`config.mk`:
```
export PLATFORM = sky130hd
export DESIGN_NAME = acc_alu
export DESIGN_NICKNAME = d
export VERILOG_FILES = /design/src/hw/acc_alu_pkg.sv /design/src/hw/acc_alu.sv
export SDC_FILE = /design/constraint.sdc
export NUM_CORES = 1
export LEC_CHECK = 0
export BUFFER_PORTS_ARGS = -buffer_cell sky130_fd_sc_hd__clkbuf_2
export CORE_MARGIN = 4
export CORE_UTILIZATION = 45
export DETAILED_ROUTE_END_ITERATION = 8
export PLACE_DENSITY = 0.82
export SLEW_MARGIN = 0
export SYNTH_ARGS = -nofsm -noshare
export SYNTH_HDL_FRONTEND = slang
export SYNTH_SLANG_ARGS = --single-unit
```
`constraint.sdc`:
```
create_clock -name sys_clk_i -period 4.6 [get_ports sys_clk_i]
set_input_delay 0.46 -clock sys_clk_i [delete_from_list [all_inputs] [get_ports sys_clk_i]]
set_output_delay 0.46 -clock sys_clk_i [all_outputs]
set_load 0.05 [all_outputs]
```
`src/hw/acc_alu_pkg.sv`:
```
// Package for the accumulator add/AND datapath slice.
// Assumes a single 125 MHz clock domain and an AXI4-Lite register port.
package acc_alu_pkg;
  // Operation codes issued by the instruction decoder
  typedef enum logic [2:0] {
    OP_NONE,
    OP_ADD_ACC_INTO_MEMORY,
    OP_AND_MEM_TO_ACC,
    OP_AND_IMM_TO_ACC,
    OP_BITWISE_CONJUNCTION_INTO_MEMORY
  } alu_op_t;

  // One decoded instruction with its operand
  typedef struct packed {
    alu_op_t    op;   // Operation
    logic [7:0] mem;  // Data memory byte read at [m]
    logic [7:0] imm;  // Immediate operand
  } alu_req_t;

  // Memory write-back
  typedef struct packed {
    logic       we;   // Write strobe, one cycle
    logic [7:0] data; // Byte to store at [m]
  } mem_wb_t;

  // Status flag bit positions
  localparam int FLAG_C_BIT = 0;
  localparam int FLAG_HALF_CARRY_BIT = 1;
  localparam int FLAG_Z_BIT = 2;
  localparam int FLAG_OVERFLOW_BIT = 3;

  // Register byte offsets
  localparam logic [3:0] ACC_OFFS = 4'h0;
  localparam logic [3:0] FLAGS_OFFS = 4'h4;
  localparam logic [3:0] COUNT_OFFS = 4'h8;

  // Reset values
  localparam logic [7:0] ACC_RESET = 8'h00;
  localparam logic [3:0] FLAGS_RESET = 4'h0;

  // AXI responses
  localparam logic [1:0] RESP_OKAY = 2'h0;
  localparam logic [1:0] RESP_SLVERR = 2'h2;
endpackage

```
`src/hw/acc_alu.sv`:
```
// Accumulator add and AND execution slice with AXI4-Lite register view.
// Assumes decoder presents a request with its memory byte already read.
// Functional notes
// - Add accumulator to memory, write back, four flags
// - AND memory into accumulator, zero flag only
// - AND immediate into accumulator, zero flag only
// - AND into memory, accumulator unchanged
`timescale 1ns/10ps
`default_nettype none
module acc_alu
  import acc_alu_pkg::*;
#(
  parameter int DATA_W = 8 // Datapath width
) (
  input wire logic sys_clk_i, // System clock
  input wire logic rst_n_i, // Async reset, active low
  input wire logic req_valid_i, // Request valid, one cycle
  input wire alu_req_t req_i, // Decoded request
  output mem_wb_t wb_o, // Memory write-back
  output logic [7:0] accumulator_o, // Accumulator value
  output logic [3:0] flags_o, // Overflow, zero, half carry, carry
  input wire logic [3:0] s_axi_awaddr, // Write address
  input wire logic s_axi_awvalid, // Write address valid
  output logic s_axi_awready, // Write address ready
  input wire logic [31:0] s_axi_wdata, // Write data
  input wire logic [3:0] s_axi_wstrb, // Write strobes
  input wire logic s_axi_wvalid, // Write data valid
  output logic s_axi_wready, // Write data ready
  output logic [1:0] s_axi_bresp, // Write response
  output logic s_axi_bvalid, // Write response valid
  input wire logic s_axi_bready, // Write response ready
  input wire logic [3:0] s_axi_araddr, // Read address
  input wire logic s_axi_arvalid, // Read address valid
  output logic s_axi_arready, // Read address ready
  output logic [31:0] s_axi_rdata, // Read data
  output logic [1:0] s_axi_rresp, // Read response
  output logic s_axi_rvalid, // Read response valid
  input wire logic s_axi_rready // Read response ready
);
  // Width check: the flag logic is built for bytes
  if (DATA_W != 8) begin : g_bad_width
    $error("acc_alu supports only DATA_W of 8");
  end

  // Zero detect shared by every flag-writing operation
  function automatic logic is_zero(input logic [7:0] v);
    return v == 8'h00;
  endfunction

  logic [7:0] acc_r; // Accumulator
  logic [3:0] flags_r; // Status flags
  logic [15:0] count_r; // Executed instruction count
  logic [8:0] sum; // Full sum with carry
  logic [4:0] nib_sum; // Low nibble sum
  logic [7:0] conj; // Bitwise AND of acc and memory
  logic [7:0] conj_imm; // Bitwise AND of acc and immediate
  logic signed_ovf; // Signed overflow
  // Write channel capture
  logic aw_hold_r; // Address taken
  logic w_hold_r; // Data taken
  logic [3:0] aw_addr_r; // Captured address
  logic [31:0] w_data_r; // Captured data
  logic [3:0] w_strb_r; // Captured strobes
  logic sw_acc_we; // Software write to accumulator
  logic sw_flags_we; // Software write to flags
  logic wr_go; // Both halves present

  // Arithmetic for the add and the two AND forms
  always_comb begin
    sum = {1'b0, acc_r} + {1'b0, req_i.mem};
    nib_sum = {1'b0, acc_r[3:0]} + {1'b0, req_i.mem[3:0]};
    signed_ovf = (acc_r[7] == req_i.mem[7]) && (sum[7] != acc_r[7]);
    conj = acc_r & req_i.mem;
    conj_imm = acc_r & req_i.imm;
  end

  assign wr_go = aw_hold_r && w_hold_r && !s_axi_bvalid;
  assign sw_acc_we = wr_go && aw_addr_r == ACC_OFFS && w_strb_r[0];
  assign sw_flags_we = wr_go && aw_addr_r == FLAGS_OFFS && w_strb_r[0];

  // Accumulator: instruction results win over software writes
  always_ff @(posedge sys_clk_i or negedge rst_n_i) begin
    if (!rst_n_i) begin
      acc_r <= ACC_RESET;
    end else if (req_valid_i && req_i.op == OP_AND_MEM_TO_ACC) begin
      acc_r <= conj;
    end else if (req_valid_i && req_i.op == OP_AND_IMM_TO_ACC) begin
      acc_r <= conj_imm;
    end else if (sw_acc_we) begin
      acc_r <= w_data_r[7:0];
    end
  end

  // Status flags, updated per operation
  always_ff @(posedge sys_clk_i or negedge rst_n_i) begin
    if (!rst_n_i) begin
      flags_r <= FLAGS_RESET;
    end else if (req_valid_i) begin
      case (req_i.op)
        OP_ADD_ACC_INTO_MEMORY: begin
          flags_r[FLAG_C_BIT] <= sum[8];
          flags_r[FLAG_HALF_CARRY_BIT] <= nib_sum[4];
          flags_r[FLAG_Z_BIT] <= is_zero(sum[7:0]);
          flags_r[FLAG_OVERFLOW_BIT] <= signed_ovf;
        end
        OP_AND_MEM_TO_ACC: begin
          flags_r[FLAG_Z_BIT] <= is_zero(conj);
        end
        OP_AND_IMM_TO_ACC: begin
          flags_r[FLAG_Z_BIT] <= is_zero(conj_imm);
        end
        OP_BITWISE_CONJUNCTION_INTO_MEMORY: begin
          flags_r[FLAG_Z_BIT] <= is_zero(conj);
        end
        default: begin
          // No instruction flag change, so a software write still lands
          if (sw_flags_we) begin
            flags_r <= w_data_r[3:0];
          end
        end
      endcase
    end else if (sw_flags_we) begin
      flags_r <= w_data_r[3:0];
    end
  end

  // Memory write-back strobe and data
  always_ff @(posedge sys_clk_i or negedge rst_n_i) begin
    if (!rst_n_i) begin
      wb_o <= '0;
    end else if (req_valid_i && req_i.op == OP_ADD_ACC_INTO_MEMORY) begin
      wb_o <= '{we: 1'b1, data: sum[7:0]};
    end else if (req_valid_i &&
                 req_i.op == OP_BITWISE_CONJUNCTION_INTO_MEMORY) begin
      wb_o <= '{we: 1'b1, data: conj};
    end else begin
      wb_o.we <= 1'b0; // Data held, strobe dropped
    end
  end

  // Instruction counter, readable by software
  always_ff @(posedge sys_clk_i or negedge rst_n_i) begin
    if (!rst_n_i) begin
      count_r <= 16'h0000;
    end else if (req_valid_i && req_i.op != OP_NONE) begin
      count_r <= count_r + 16'h0001;
    end
  end

  // Mirrors of state onto outputs, registered
  always_ff @(posedge sys_clk_i or negedge rst_n_i) begin
    if (!rst_n_i) begin
      accumulator_o <= ACC_RESET;
      flags_o <= FLAGS_RESET;
    end else begin
      accumulator_o <= acc_r;
      flags_o <= flags_r;
    end
  end

  // Write address capture
  always_ff @(posedge sys_clk_i or negedge rst_n_i) begin
    if (!rst_n_i) begin
      aw_hold_r <= 1'b0;
      aw_addr_r <= 4'h0;
      s_axi_awready <= 1'b1;
    end else if (s_axi_awvalid && s_axi_awready) begin
      aw_hold_r <= 1'b1;
      aw_addr_r <= s_axi_awaddr;
      s_axi_awready <= 1'b0;
    end else if (wr_go) begin
      aw_hold_r <= 1'b0;
    end else if (s_axi_bvalid && s_axi_bready) begin
      s_axi_awready <= 1'b1;
    end
  end

  // Write data capture
  always_ff @(posedge sys_clk_i or negedge rst_n_i) begin
    if (!rst_n_i) begin
      w_hold_r <= 1'b0;
      w_data_r <= 32'h0000_0000;
      w_strb_r <= 4'h0;
      s_axi_wready <= 1'b1;
    end else if (s_axi_wvalid && s_axi_wready) begin
      w_hold_r <= 1'b1;
      w_data_r <= s_axi_wdata;
      w_strb_r <= s_axi_wstrb;
      s_axi_wready <= 1'b0;
    end else if (wr_go) begin
      w_hold_r <= 1'b0;
    end else if (s_axi_bvalid && s_axi_bready) begin
      s_axi_wready <= 1'b1;
    end
  end

  // Write response, SLVERR for unmapped or read-only words
  always_ff @(posedge sys_clk_i or negedge rst_n_i) begin
    if (!rst_n_i) begin
      s_axi_bvalid <= 1'b0;
      s_axi_bresp <= RESP_OKAY;
    end else if (wr_go) begin
      s_axi_bvalid <= 1'b1;
      s_axi_bresp <= (aw_addr_r == ACC_OFFS || aw_addr_r == FLAGS_OFFS) ?
                     RESP_OKAY : RESP_SLVERR;
    end else if (s_axi_bready) begin
      s_axi_bvalid <= 1'b0;
    end
  end

  // Read channel: one read at a time
  always_ff @(posedge sys_clk_i or negedge rst_n_i) begin
    if (!rst_n_i) begin
      s_axi_arready <= 1'b1;
      s_axi_rvalid <= 1'b0;
      s_axi_rdata <= 32'h0000_0000;
      s_axi_rresp <= RESP_OKAY;
    end else if (s_axi_arvalid && s_axi_arready) begin
      s_axi_arready <= 1'b0;
      s_axi_rvalid <= 1'b1;
      s_axi_rresp <= RESP_OKAY;
      case (s_axi_araddr)
        ACC_OFFS: s_axi_rdata <= {24'h000000, acc_r};
        FLAGS_OFFS: s_axi_rdata <= {28'h0000000, flags_r};
        COUNT_OFFS: s_axi_rdata <= {16'h0000, count_r};
        default: begin
          s_axi_rdata <= 32'h0000_0000;
          s_axi_rresp <= RESP_SLVERR;
        end
      endcase
    end else if (s_axi_rvalid && s_axi_rready) begin
      s_axi_rvalid <= 1'b0;
      s_axi_arready <= 1'b1;
    end
  end
endmodule // acc_alu
`default_nettype wire

```
# Word-level counts from Yosys, hierarchy flattened
# Index checks and enable logic that the tools add are counted.
# classes
bitwise_logic	2
reduce_logical	38
n_addsub	3
eq_ne	12
muxes	27
# ops
op	n
$pmux W16 S3	1
$mux W8	4
$logic_not A8 Y1	3
$logic_and A1 B1 Y1	17
$add A16 B1 Y16 const B	1
$and A8 B8 Y8	2
$mux W1	14
$reduce_bool A2 Y1	7
$add A8 B8 Y9	1
$mux W9	1
$eq A4 B3 Y1 const B	2
$logic_not A4 Y1	2
$mux W4	2
$eq A3 B2 Y1 const B	2
$reduce_bool A3 Y1	2
$reduce_or A3 Y1	2
$add A4 B4 Y5	1
$eq A4 B4 Y1 const B	1
$mux W2	2
$ne A2 B1 Y1 const B	2
$pmux W2 S2	1
$reduce_and A2 Y1	2
$eq A3 B1 Y1 const B	1
$eq A3 B3 Y1 const B	1
8 further kinds	8
# word_totals
regBits	105
input_bits	71
out_inout_bits	62
elab_cells	103

# Longest topological paths before layout
# Gate-level depths: netlist of run 1.
# depth
depth_word	7
depth_mapped	8
mapped_depth_nobuf	8

# Worst setup path before layout of run 1
# Ideal clock, no wire load.
# synth_timing
path_kind	input port to flip-flop
start	in req_i[8] in the netlist's numbering
end	reg flags_r[0]
n_path_buf	0
setup_ps	132
cell_stages	8
arrival_ps	1926
required_ps	4468
path_slack_ps	2542
path_cell_list	ha_1 fa_1 a211oi_1 o21bai_1 a21oi_1 nor2_1 nor4_1 a211oi_1
# synth_via
elab_chain_cells	3
# synth_rtl
element	line_no	text
start, declared	acc_alu.sv:18	input wire alu_req_t req_i,
$add A8 B8 Y9	acc_alu.sv:70	sum = {1'b0, acc_r} + {1'b0, req_i.mem};
$pmux W2 S2	acc_alu.sv:99	case (req_i.op)
$mux W4	acc_alu.sv:98	end else if (req_valid_i) begin
end signal, assigned by index	acc_alu.sv:101	flags_r[FLAG_C_BIT] <= sum[8];
end signal, assigned by index	acc_alu.sv:102	flags_r[FLAG_HALF_CARRY_BIT] <= nib_sum[4];
end signal, assigned by index	acc_alu.sv:103	flags_r[FLAG_Z_BIT] <= is_zero(sum[7:0]);
end, declared	acc_alu.sv:51	logic [3:0] flags_r;
# No other way between the ends.
# A chain may end at the register's enable or synchronous reset.

# Worst setup path after layout of run 1
# layout_timing
start	reg acc_r[0]
end	reg flags_r[0]
# layout_via
elab_chain_cells	3
# layout_rtl
element	line_no	text
start, declared	acc_alu.sv:50	logic [7:0] acc_r;
start signal, assigned	acc_alu.sv:86	acc_r <= conj;
start signal, assigned	acc_alu.sv:88	acc_r <= conj_imm;
start signal, assigned	acc_alu.sv:90	acc_r <= w_data_r[7:0];
$add A8 B8 Y9	acc_alu.sv:70	
$pmux W2 S2	acc_alu.sv:99	
$mux W4	acc_alu.sv:98	
# No other way between the ends.

==> results of run 1 <==
[metal layers]
layer | global-route usage | up-vias
met5 | 0 | -
met4 | 0.0694 | 0
met3 | 0.0300 | 17
met2 | 0.291 | 133
met1 | 0.253 | 1591
li1 | - | 1580
[cell type report]
| type | instances | area share |
|---|---|---|
| Sequential cell | 87 | 0.444 |
| Clock inverter | 7 | 0.0125 |
| Inverter | 17 | 0.0130 |
| Tap cell | 129 | 0.0328 |
| Timing Repair Buffer | 87 | 0.0891 |
| Clock buffer | 9 | 0.0252 |
| Multi-Input combinational cell | 294 | 0.383 |
[synthesized netlist by cell type, types with 9 or more instances]
cell | number | area, sq um
a21oi_1 | 16 | 80.1
a22oi_1 | 11 | 82.6
buf_4 | 18 | 135
clkbuf_1 | 11 | 41.3
dfrtp_1 | 84 | 2100
ha_1 | 9 | 113
inv_1 | 16 | 60.1
mux2_2 | 19 | 214
mux2i_1 | 10 | 100
nand2_1 | 55 | 206
nand3_1 | 9 | 45.0
nor2_1 | 20 | 75.1
o21ai_0 | 40 | 200
xnor2_1 | 13 | 114
[cells by family (layout without fill, tap and decap cells)]
family / after synthesis / in the layout / share of synthesized area
muxes: 29 / 29 / 0.0737
xor gates and xnor gates: 21 / 21 / 0.0431
DFF: 87 / 87 / 0.512
and+or+nand+nor: 119 / 119 / 0.139
buffers and inverters: 49 / 120 / 0.0613
AOI/OAI and AO/OA: 97 / 97 / 0.139
adders and majority gates: 10 / 10 / 0.0311
other: 1 / 18 / 0.000880
[final timing paths]
path	to	slack, ps	cells after the start
worst min-delay path	s_axi_awready	240	2
worst min register to register	flags_o[0]	420	0
min in group asynchronous	wb_o[3]	270	1
worst max register to register	flags_r[0]	2220	8
max in group asynchronous	flags_o[2]	3640	1
worst max-delay path	flags_r[0]	2220	8
[stage by stage]
| step | cells | util | cell area (sq um) |
|---|---|---|---|
| 2_1_floorplan | 430 | - | 4330 |
| 3_5_place_dp | 614 | 0.512 | 4730 |
| 5_1_grt | 630 | 0.532 | 4910 |
| 4_1_cts | 630 | 0.532 | 4910 |
| 6_report | 630 | 0.532 | 4910 |
| 3_3_place_gp | 614 | 0.512 | 4730 |
[flip-flops by register name (all words and copies together), names as in the netlist, 4 cells and up]
register / flops
w_data_r: 8
count_r: 16
aw_addr_r: 4
wb_o: 9
flags_o: 4
acc_r: 8
s_axi_rdata: 16
flags_r: 4
accumulator_o: 8
[power groups by stage]
stage / registers (W) / logic, W / clock network [W]
after floorplan: 0.00158 / 0.000613 / 0
after global placement: 0.00127 / 0.00124 / 0
after detailed placement: 0.00128 / 0.00126 / 0
after CTS: 0.00126 / 0.00127 / 0.000525
after global routing: 0.00129 / 0.00137 / 0.000554
final: 0.00126 / 0.00126 / 0.000511
==> flow_metrics.env, run 1 <==
export IMPL_wl_per_cell_um=15.5
export IMPL_cts_buffers=9
export IMPL_top_layer="met4"
export IMPL_antenna_found_initial=0
export IMPL_vias=3321
export IMPL_multi_input_area_sq_um=1880
export IMPL_initial_core_util=0.461
export IMPL_slowest_stage="dfrtp_1"
export IMPL_p_switching_w=0.00139
export IMPL_dr_pass1_iters=4
export IMPL_fin_nets=577
export IMPL_drive_above_1_share=0.271
export IMPL_clock_skew_final_ps=13.1
export IMPL_fin_tns_setup_ps=0
export IMPL_synth_edf_count=0
export IMPL_grt_pass1_wl_mm=16.4
export IMPL_avgSynthCellArea_sq_um=10.3
export IMPL_cpLargestDelayFamily="adder cells"
export IMPL_arrival_ps=2610
export IMPL_hold_viol=0
export IMPL_num_rows=35
export IMPL_ctsResizeCount=0
export IMPL_crit_chain="ha_1 -> fa_1 -> a211oi_1 -> o21bai_1 -> a21oi_1 -> nor2_1 -> nor4_1 -> a211oi_1"
export IMPL_tightest_slew_ps=1250
export IMPL_drtIter0Drc=182
export IMPL_hp_class="primary input to flop"
export IMPL_crit_path_max_incr_delay_ps=480
export IMPL_crit_type="flop to flop"
export IMPL_p_seq_frac=0.415
export IMPL_dieArea_sq_um=11100
export IMPL_ys_seq_elements=87
export IMPL_antenna_cells=0
export IMPL_hold_slack_ps=244
export IMPL_place_ws_ps=2040
export IMPL_overflow=0
export IMPL_grt_usage=0.183
export IMPL_seqCellArea_sq_um=2180
export IMPL_core_sq_um=9240
export IMPL_port_buffers=87
export IMPL_cts_max_path_buffers=2
export IMPL_min_period_ps=2380
export IMPL_critPathMostFrequentCell="a211oi_1"
export IMPL_syn_to_final_growth_pct=15.3
export IMPL_cp_start_kind="flop"
export IMPL_cts_sinks=87
export IMPL_drc=0
export IMPL_powerDensity_nw_per_um2=618
export IMPL_fin_crit_sh=0.518
export IMPL_h_tree_depth=3
export IMPL_fill_cells=865
export IMPL_path_clk_slew_ps=100
export IMPL_synthDistinctLibCells=53
export IMPL_max_freq_mhz=420
export IMPL_route_layer_met1_wl_mm=4.31
export IMPL_wl_met3_um=694
export IMPL_grt_max_degree=88
export IMPL_async_flop_share=1.00
export IMPL_r2r_start="acc_r[0]"
export IMPL_syn_area_sq_um=4260
export IMPL_peakVddDrop_v=0.000325
export IMPL_clock_latency_ps=360
export IMPL_fp_dieH_um=105
export IMPL_drv_cap=0
export IMPL_drt_wl_total_mm=9.77
export IMPL_hold_start="s_axi_awvalid"
export IMPL_final_common_cell="clkbuf_2"
export IMPL_final_cell_mix="86 x clkbuf_2, 84 x dfrtp_1, 55 x nand2_1"
export IMPL_vias_per_cell=5.27
export IMPL_postCtsSetupBuffers=0
export IMPL_switching_share=0.458
export IMPL_relSlewSlack=0.163
export IMPL_yosys_warnings=0
export IMPL_holdBufCountCts=0
export IMPL_endpoint_kind="flop"
export IMPL_tritoncts="yes"
export IMPL_ant_nets=0
export IMPL_gp_congestion=0.865
export IMPL_outcome="complete, no violations"
export IMPL_drv_slew=0
export IMPL_intPower_w=0.00164
export IMPL_grt_pass1_vias=3308
export IMPL_critPathLaunch="acc_r[0]"
export IMPL_ys_seq_area_frac=0.512
export IMPL_p_comb_frac=0.416
export IMPL_ys_flop_type="dfrtp_1"
export IMPL_timing_final_ws_setup_ps=2220
export IMPL_cp_max_fo=6
export IMPL_die_width_um=105
export IMPL_clockRootBuffer="clkbuf_8"
export IMPL_ioPinCount=133
export IMPL_pwr_share_clk=0.168
export IMPL_netlist_instances=413
export IMPL_p_leak_nw=2.34
export IMPL_setup_violations_final=0
export IMPL_required_ps=4830
export IMPL_dp_final_hpwl_mm=7.36
export IMPL_rsz0062_at_grt="false"
export IMPL_path_buf_inv=0
export IMPL_design_power_total_w=0.00303
export IMPL_wl_met2_mm=4.60
Power figures use the tool's default switching activity.
==> run 2: changes to the inputs <==
- PLACE_DENSITY: 0.82 -> 0.84
- clock period: 4.6 -> 2.15 ns (I/O delays scaled with it)
==> flow_metrics.env, run 2 (same netlist as run 1, synthesis figures left out) <==
export IMPL_arrival_ps=2320
export IMPL_hold_viol=0
export IMPL_postCtsSetupBuffers=0
export IMPL_drv_slew=0
export IMPL_antenna_found_initial=0
export IMPL_critPathLaunch="acc_r[1]"
export IMPL_final_cell_mix="86 x clkbuf_2, 84 x dfrtp_1, 55 x nand2_1"
export IMPL_die_width_um=105
export IMPL_fill_cells=822
export IMPL_p_comb_frac=0.434
export IMPL_initial_core_util=0.461
export IMPL_max_freq_mhz=486
export IMPL_hold_start="s_axi_rready"
export IMPL_final_area_sq_um=5080
export IMPL_crit_path_max_incr_delay_ps=460
export IMPL_p_switching_w=0.00304
export IMPL_grt_max_degree=53
export IMPL_place_ws_ps=70.7
export IMPL_clockRootBuffer="clkbuf_8"
export IMPL_crit_type="flop to flop"
export IMPL_finalNonFillerCells=645
export IMPL_switching_share=0.457
export IMPL_cp_start_kind="flop"
export IMPL_drt_wl_total_mm=9.76
export IMPL_fin_crit_sh=0.958
export IMPL_cts_sinks=87
export IMPL_drv_cap=0
export IMPL_hp_class="primary input to flop"
export IMPL_p_seq_frac=0.399
export IMPL_required_ps=2410
export IMPL_drive_above_1_share=0.295
export IMPL_fp_dieH_um=105
export IMPL_gp_congestion=0.926
export IMPL_setup_violations_final=0
export IMPL_final_common_cell="clkbuf_2"
export IMPL_ioPinCount=133
export IMPL_dp_cells=625
export IMPL_hold_depth=3
export IMPL_intPower_w=0.00361
export IMPL_tightest_slew_ps=720
export IMPL_dr_pass1_iters=5
export IMPL_min_period_ps=2060
export IMPL_top_regs="count_r: 16 flops, s_axi_rdata: 16 flops, wb_o: 9 flops"
export IMPL_crit_chain="ha_1 -> a211oi_2 -> nor2_1 -> o31a_1 -> a31oi_1 -> nor4_2 -> a31o_1"
export IMPL_grt_pass1_wl_mm=16.3
export IMPL_syn_to_final_growth_pct=19.2
export IMPL_cts_max_path_buffers=2
export IMPL_dpl_cell_area_sq_um=4820
export IMPL_dp_final_hpwl_mm=7.47
export IMPL_cts_buffers=9
export IMPL_r2r_cells=7
export IMPL_core_sq_um=9240
export IMPL_fin_tns_setup_ps=0
export IMPL_slowest_stage="dfrtp_1"
export IMPL_antenna_cells=0
export IMPL_clock_latency_ps=370
export IMPL_dieArea_sq_um=11100
export IMPL_path_clk_slew_ps=100
export IMPL_peakVddDrop_v=0.000707
export IMPL_timing_final_ws_setup_ps=90.4
export IMPL_tritoncts="yes"
export IMPL_cp_max_fo=5
export IMPL_vias_per_cell=5.27
export IMPL_pwr_share_clk=0.167
export IMPL_num_rows=35
export IMPL_wl_per_cell_um=15.1
export IMPL_grt_pass1_vias=3373
export IMPL_endpoint_kind="flop"
export IMPL_overflow=0
export IMPL_drc=0
export IMPL_h_tree_depth=3
export IMPL_vias=3397
export IMPL_powerDensity_nw_per_um2=1310
export IMPL_outcome="complete, no violations"
export IMPL_ant_nets=0
export IMPL_r2r_start="acc_r[1]"
export IMPL_drtIter0Drc=188
export IMPL_p_leak_nw=2.42
export IMPL_grt_usage=0.182
export IMPL_relSlewSlack=0.515
export IMPL_port_buffers=87
export IMPL_clock_skew_final_ps=10.1
export IMPL_fin_nets=592
export IMPL_hold_slack_ps=34.9
run 2: final cells by class:
type                            count  area, sq um  share of cell area
Clock buffer                        9          124              0.0244
Multi-Input combinational cell    294         1910               0.375
Tap cell                          129          161              0.0318
Inverter                           17         63.8              0.0126
Sequential cell                    87         2180               0.429
Clock inverter                      7         72.6              0.0143
Timing Repair Buffer              102          573               0.113
run 2: critical path: cells and delay by family (launching register included):
kind / cells / cell delay (ps)
adders and majority gates: 1 / 340
and+or+nand+nor: 2 / 180
AOI/OAI and AO/OA: 4 / 970
DFF: 1 / 460
run 2: power by group through the flow:
stage	clock network [W]	registers, W	logic, W
after floorplan	0	0.00338	0.00131
after CTS	0.00114	0.00265	0.00284
final	0.00111	0.00265	0.00288
after global routing	0.00121	0.00272	0.00312
after global placement	0	0.00264	0.00276
after detailed placement	0	0.00268	0.00283
run 2: worst paths after layout:
path | end | slack [ps]
min in group asynchronous | wb_o[2] | 350
max in group asynchronous | s_axi_arready | 1130
min | s_axi_arready | 30
max | flags_r[2] | 90
min reg2reg | flags_o[0] | 410
max reg2reg | flags_r[2] | 90
run 2: stage by stage:
| step | power (W) | util |
|---|---|---|
| after floorplan | 0.00469 | - |
| after global placement | 0.00540 | 0.522 |
| after detailed placement | 0.00550 | 0.522 |
| after CTS | 0.00662 | 0.548 |
| after global routing | 0.00705 | 0.550 |
| final | 0.00665 | 0.550 |
run 2: routing by layer:
metal / GRT usage / up-vias / share of wire
met5: 0 / - / 0
met3: 0.0349 / 24 / 0.067
li1: - / 1611 / -
met4: 0.0740 / 0 / 0.024
met1: 0.242 / 1630 / 0.44
met2: 0.293 / 132 / 0.47
run 2: what timing repair did:
item | 4_1_cts | 5_1_grt
gates resized for setup | 0 | 5
endpoints found under the setup margin | 0 | 3
endpoints found under the hold margin | 36 | 0
hold buffers | 4 | 0
==> run 3: changes to the inputs <==
- CELL_PAD_IN_SITES_DETAIL_PLACEMENT: not set -> 1
- CELL_PAD_IN_SITES_GLOBAL_PLACEMENT: not set -> 2
- CORE_UTILIZATION: 45 -> 28
- PLACE_DENSITY: 0.84 -> 0.86
==> flow_metrics.env, run 3 (same netlist as run 1, synthesis figures left out) <==
export IMPL_outcome="complete, no violations"
export IMPL_tightest_slew_ps=727
export IMPL_dpl_cell_area_sq_um=4960
export IMPL_drt_wl_total_mm=12.0
export IMPL_cts_max_path_buffers=2
export IMPL_p_leak_nw=2.50
export IMPL_antenna_found_initial=0
export IMPL_gp_congestion=0.852
export IMPL_overflow=0
export IMPL_powerDensity_nw_per_um2=1370
export IMPL_crit_type="flop to flop"
export IMPL_seqCellArea_sq_um=2180
export IMPL_cp_start_kind="flop"
export IMPL_arrival_ps=2400
export IMPL_required_ps=2440
export IMPL_vias_per_cell=4.74
export IMPL_dp_final_hpwl_mm=9.30
export IMPL_drtIter0Drc=187
export IMPL_slowest_stage="fa_1"
export IMPL_clock_latency_ps=350
export IMPL_max_freq_mhz=473
export IMPL_r2r_cells=7
export IMPL_ioPinCount=133
export IMPL_endpoint_kind="flop"
export IMPL_final_common_cell="clkbuf_2"
export IMPL_dieArea_sq_um=17300
export IMPL_ant_nets=0
export IMPL_multi_input_area_sq_um=1910
export IMPL_grt_usage=0.144
export IMPL_drive_above_1_share=0.307
export IMPL_rsz0062_at_grt="true"
export IMPL_fin_nets=598
export IMPL_grt_pass1_vias=3592
export IMPL_vias=3349
export IMPL_wl_per_cell_um=17.0
export IMPL_h_tree_depth=3
export IMPL_peakVddDrop_v=0.000707
export IMPL_crit_chain="ha_1 -> fa_1 -> a21o_1 -> a21oi_1 -> xnor2_1 -> nor4_2 -> a31o_1"
export IMPL_fp_dieH_um=131
export IMPL_r2r_slack_ps=40
export IMPL_drv_slew=0
export IMPL_antenna_cells=0
export IMPL_hold_slack_ps=17.4
export IMPL_min_to="s_axi_wready"
export IMPL_r2r_start="acc_r[0]"
export IMPL_cpLargestDelayFamily="adder cells"
export IMPL_relSlewSlack=0.511
export IMPL_port_buffers=87
export IMPL_die_width_um=131
export IMPL_final_cell_mix="86 x clkbuf_2, 84 x dfrtp_1, 55 x nand2_1"
export IMPL_top_regs="count_r: 16 flops, s_axi_rdata: 16 flops, wb_o: 9 flops"
export IMPL_reg2reg_to="flags_r[2]"
export IMPL_final_area_sq_um=5300
export IMPL_initial_core_util=0.290
export IMPL_fin_crit_sh=0.983
export IMPL_tritoncts="yes"
export IMPL_dr_pass1_iters=4
export IMPL_core_sq_um=14700
export IMPL_syn_to_final_growth_pct=24.3
export IMPL_num_rows=44
export IMPL_grt_pass1_wl_mm=19.8
export IMPL_drv_cap=0
export IMPL_hold_depth=2
export IMPL_setup_violations_final=0
export IMPL_path_clk_slew_ps=70
export IMPL_crit_path_max_incr_delay_ps=430
export IMPL_clock_skew_final_ps=5.46
export IMPL_fill_cells=1683
export IMPL_hp_class="primary input to flop"
export IMPL_drc=0
export IMPL_clockRootBuffer="clkbuf_16"
export IMPL_fin_tns_setup_ps=0
export IMPL_cts_sinks=87
export IMPL_cp_max_fo=3
export IMPL_min_period_ps=2110
export IMPL_cts_buffers=9
export IMPL_grt_max_degree=50
export IMPL_hold_start="s_axi_wvalid"
export IMPL_path_buf_inv=0
export IMPL_hold_viol=0
[run 3: changes by cell type in the layout (fill, tap and decap cells not counted), moves of 2 or more]
cell | previous run | this run
buf_4 | 11 | 20
clkbuf_16 | 0 | 9
clkbuf_8 | 9 | 0
clkinvlp_4 | 1 | 3
dlygate4sd3_1 | 4 | 1
[run 3: repair_timing]
item / in CTS / in global routing
hold buffers: 1 / 0
gates resized for setup: 0 / 4
buffers inserted: 0 / 0
endpoints found under the setup margin: 0 / 2
hold endpoints to repair: 46 / 0
[run 3: power breakdown]
part / total [W] / switching, W / internal (W)
Sequential: 0.00266 / 0.000463 / 0.00219
Clock: 0.00162 / 0.000703 / 0.000914
Combinational: 0.00300 / 0.00198 / 0.00102
Total: 0.00727 / 0.00314 / 0.00413
[run 3: area by class of cell]
| type | instances | share of cell area |
|---|---|---|
| clock inverters | 7 | 0.0154 |
| clock buffers | 9 | 0.0425 |
| well taps | 184 | 0.0435 |
| flip-flops and latches | 87 | 0.412 |
| multi-input cells | 294 | 0.360 |
| inverters | 17 | 0.0120 |
| repair buffers | 108 | 0.115 |
[run 3: worst max-delay path by stage]
stage / start / cells past startpoint / end
detailed placement: acc_r[0] / 8 / flags_r[0]
CTS: acc_r[0] / 8 / flags_r[0]
global placement: acc_r[0] / 8 / flags_r[0]
global route: acc_r[0] / 7 / flags_r[2]
floorplan: acc_r[0] / 8 / flags_r[0]
finish: acc_r[0] / 7 / flags_r[2]
[run 3: metrics by stage]
step	utilization	power, W	instances	worst slack (ps)
2_1_floorplan	-	0.00469	430	151
3_3_place_gp	0.337	0.00556	689	63.9
3_5_place_dp	0.337	0.00568	689	43.8
4_1_cts	0.359	0.00734	706	18.7
5_1_grt	0.360	0.00774	706	-24.6
6_report	0.360	0.00727	706	36.5
[run 3: layer usage]
layer | global-route usage | part of all wire | vias to the layer above | wire [um]
met5 | 0 | 0 | - | 0
met4 | 0.0525 | 0.021 | 0 | 252
met3 | 0.0336 | 0.044 | 15 | 526
met2 | 0.235 | 0.48 | 85 | 5750
met1 | 0.188 | 0.45 | 1630 | 5450
li1 | - | - | 1619 | -
[run 3: worst reg2reg max path, delay by kind of cell, from the launching register on]
family                     cells  cell delay (ps)
adders and majority gates      2              640
AOI/OAI and AO/OA              3              600
and+or+nand+nor                1              300
xor gates and xnor gates       1              130
DFF                            1              380
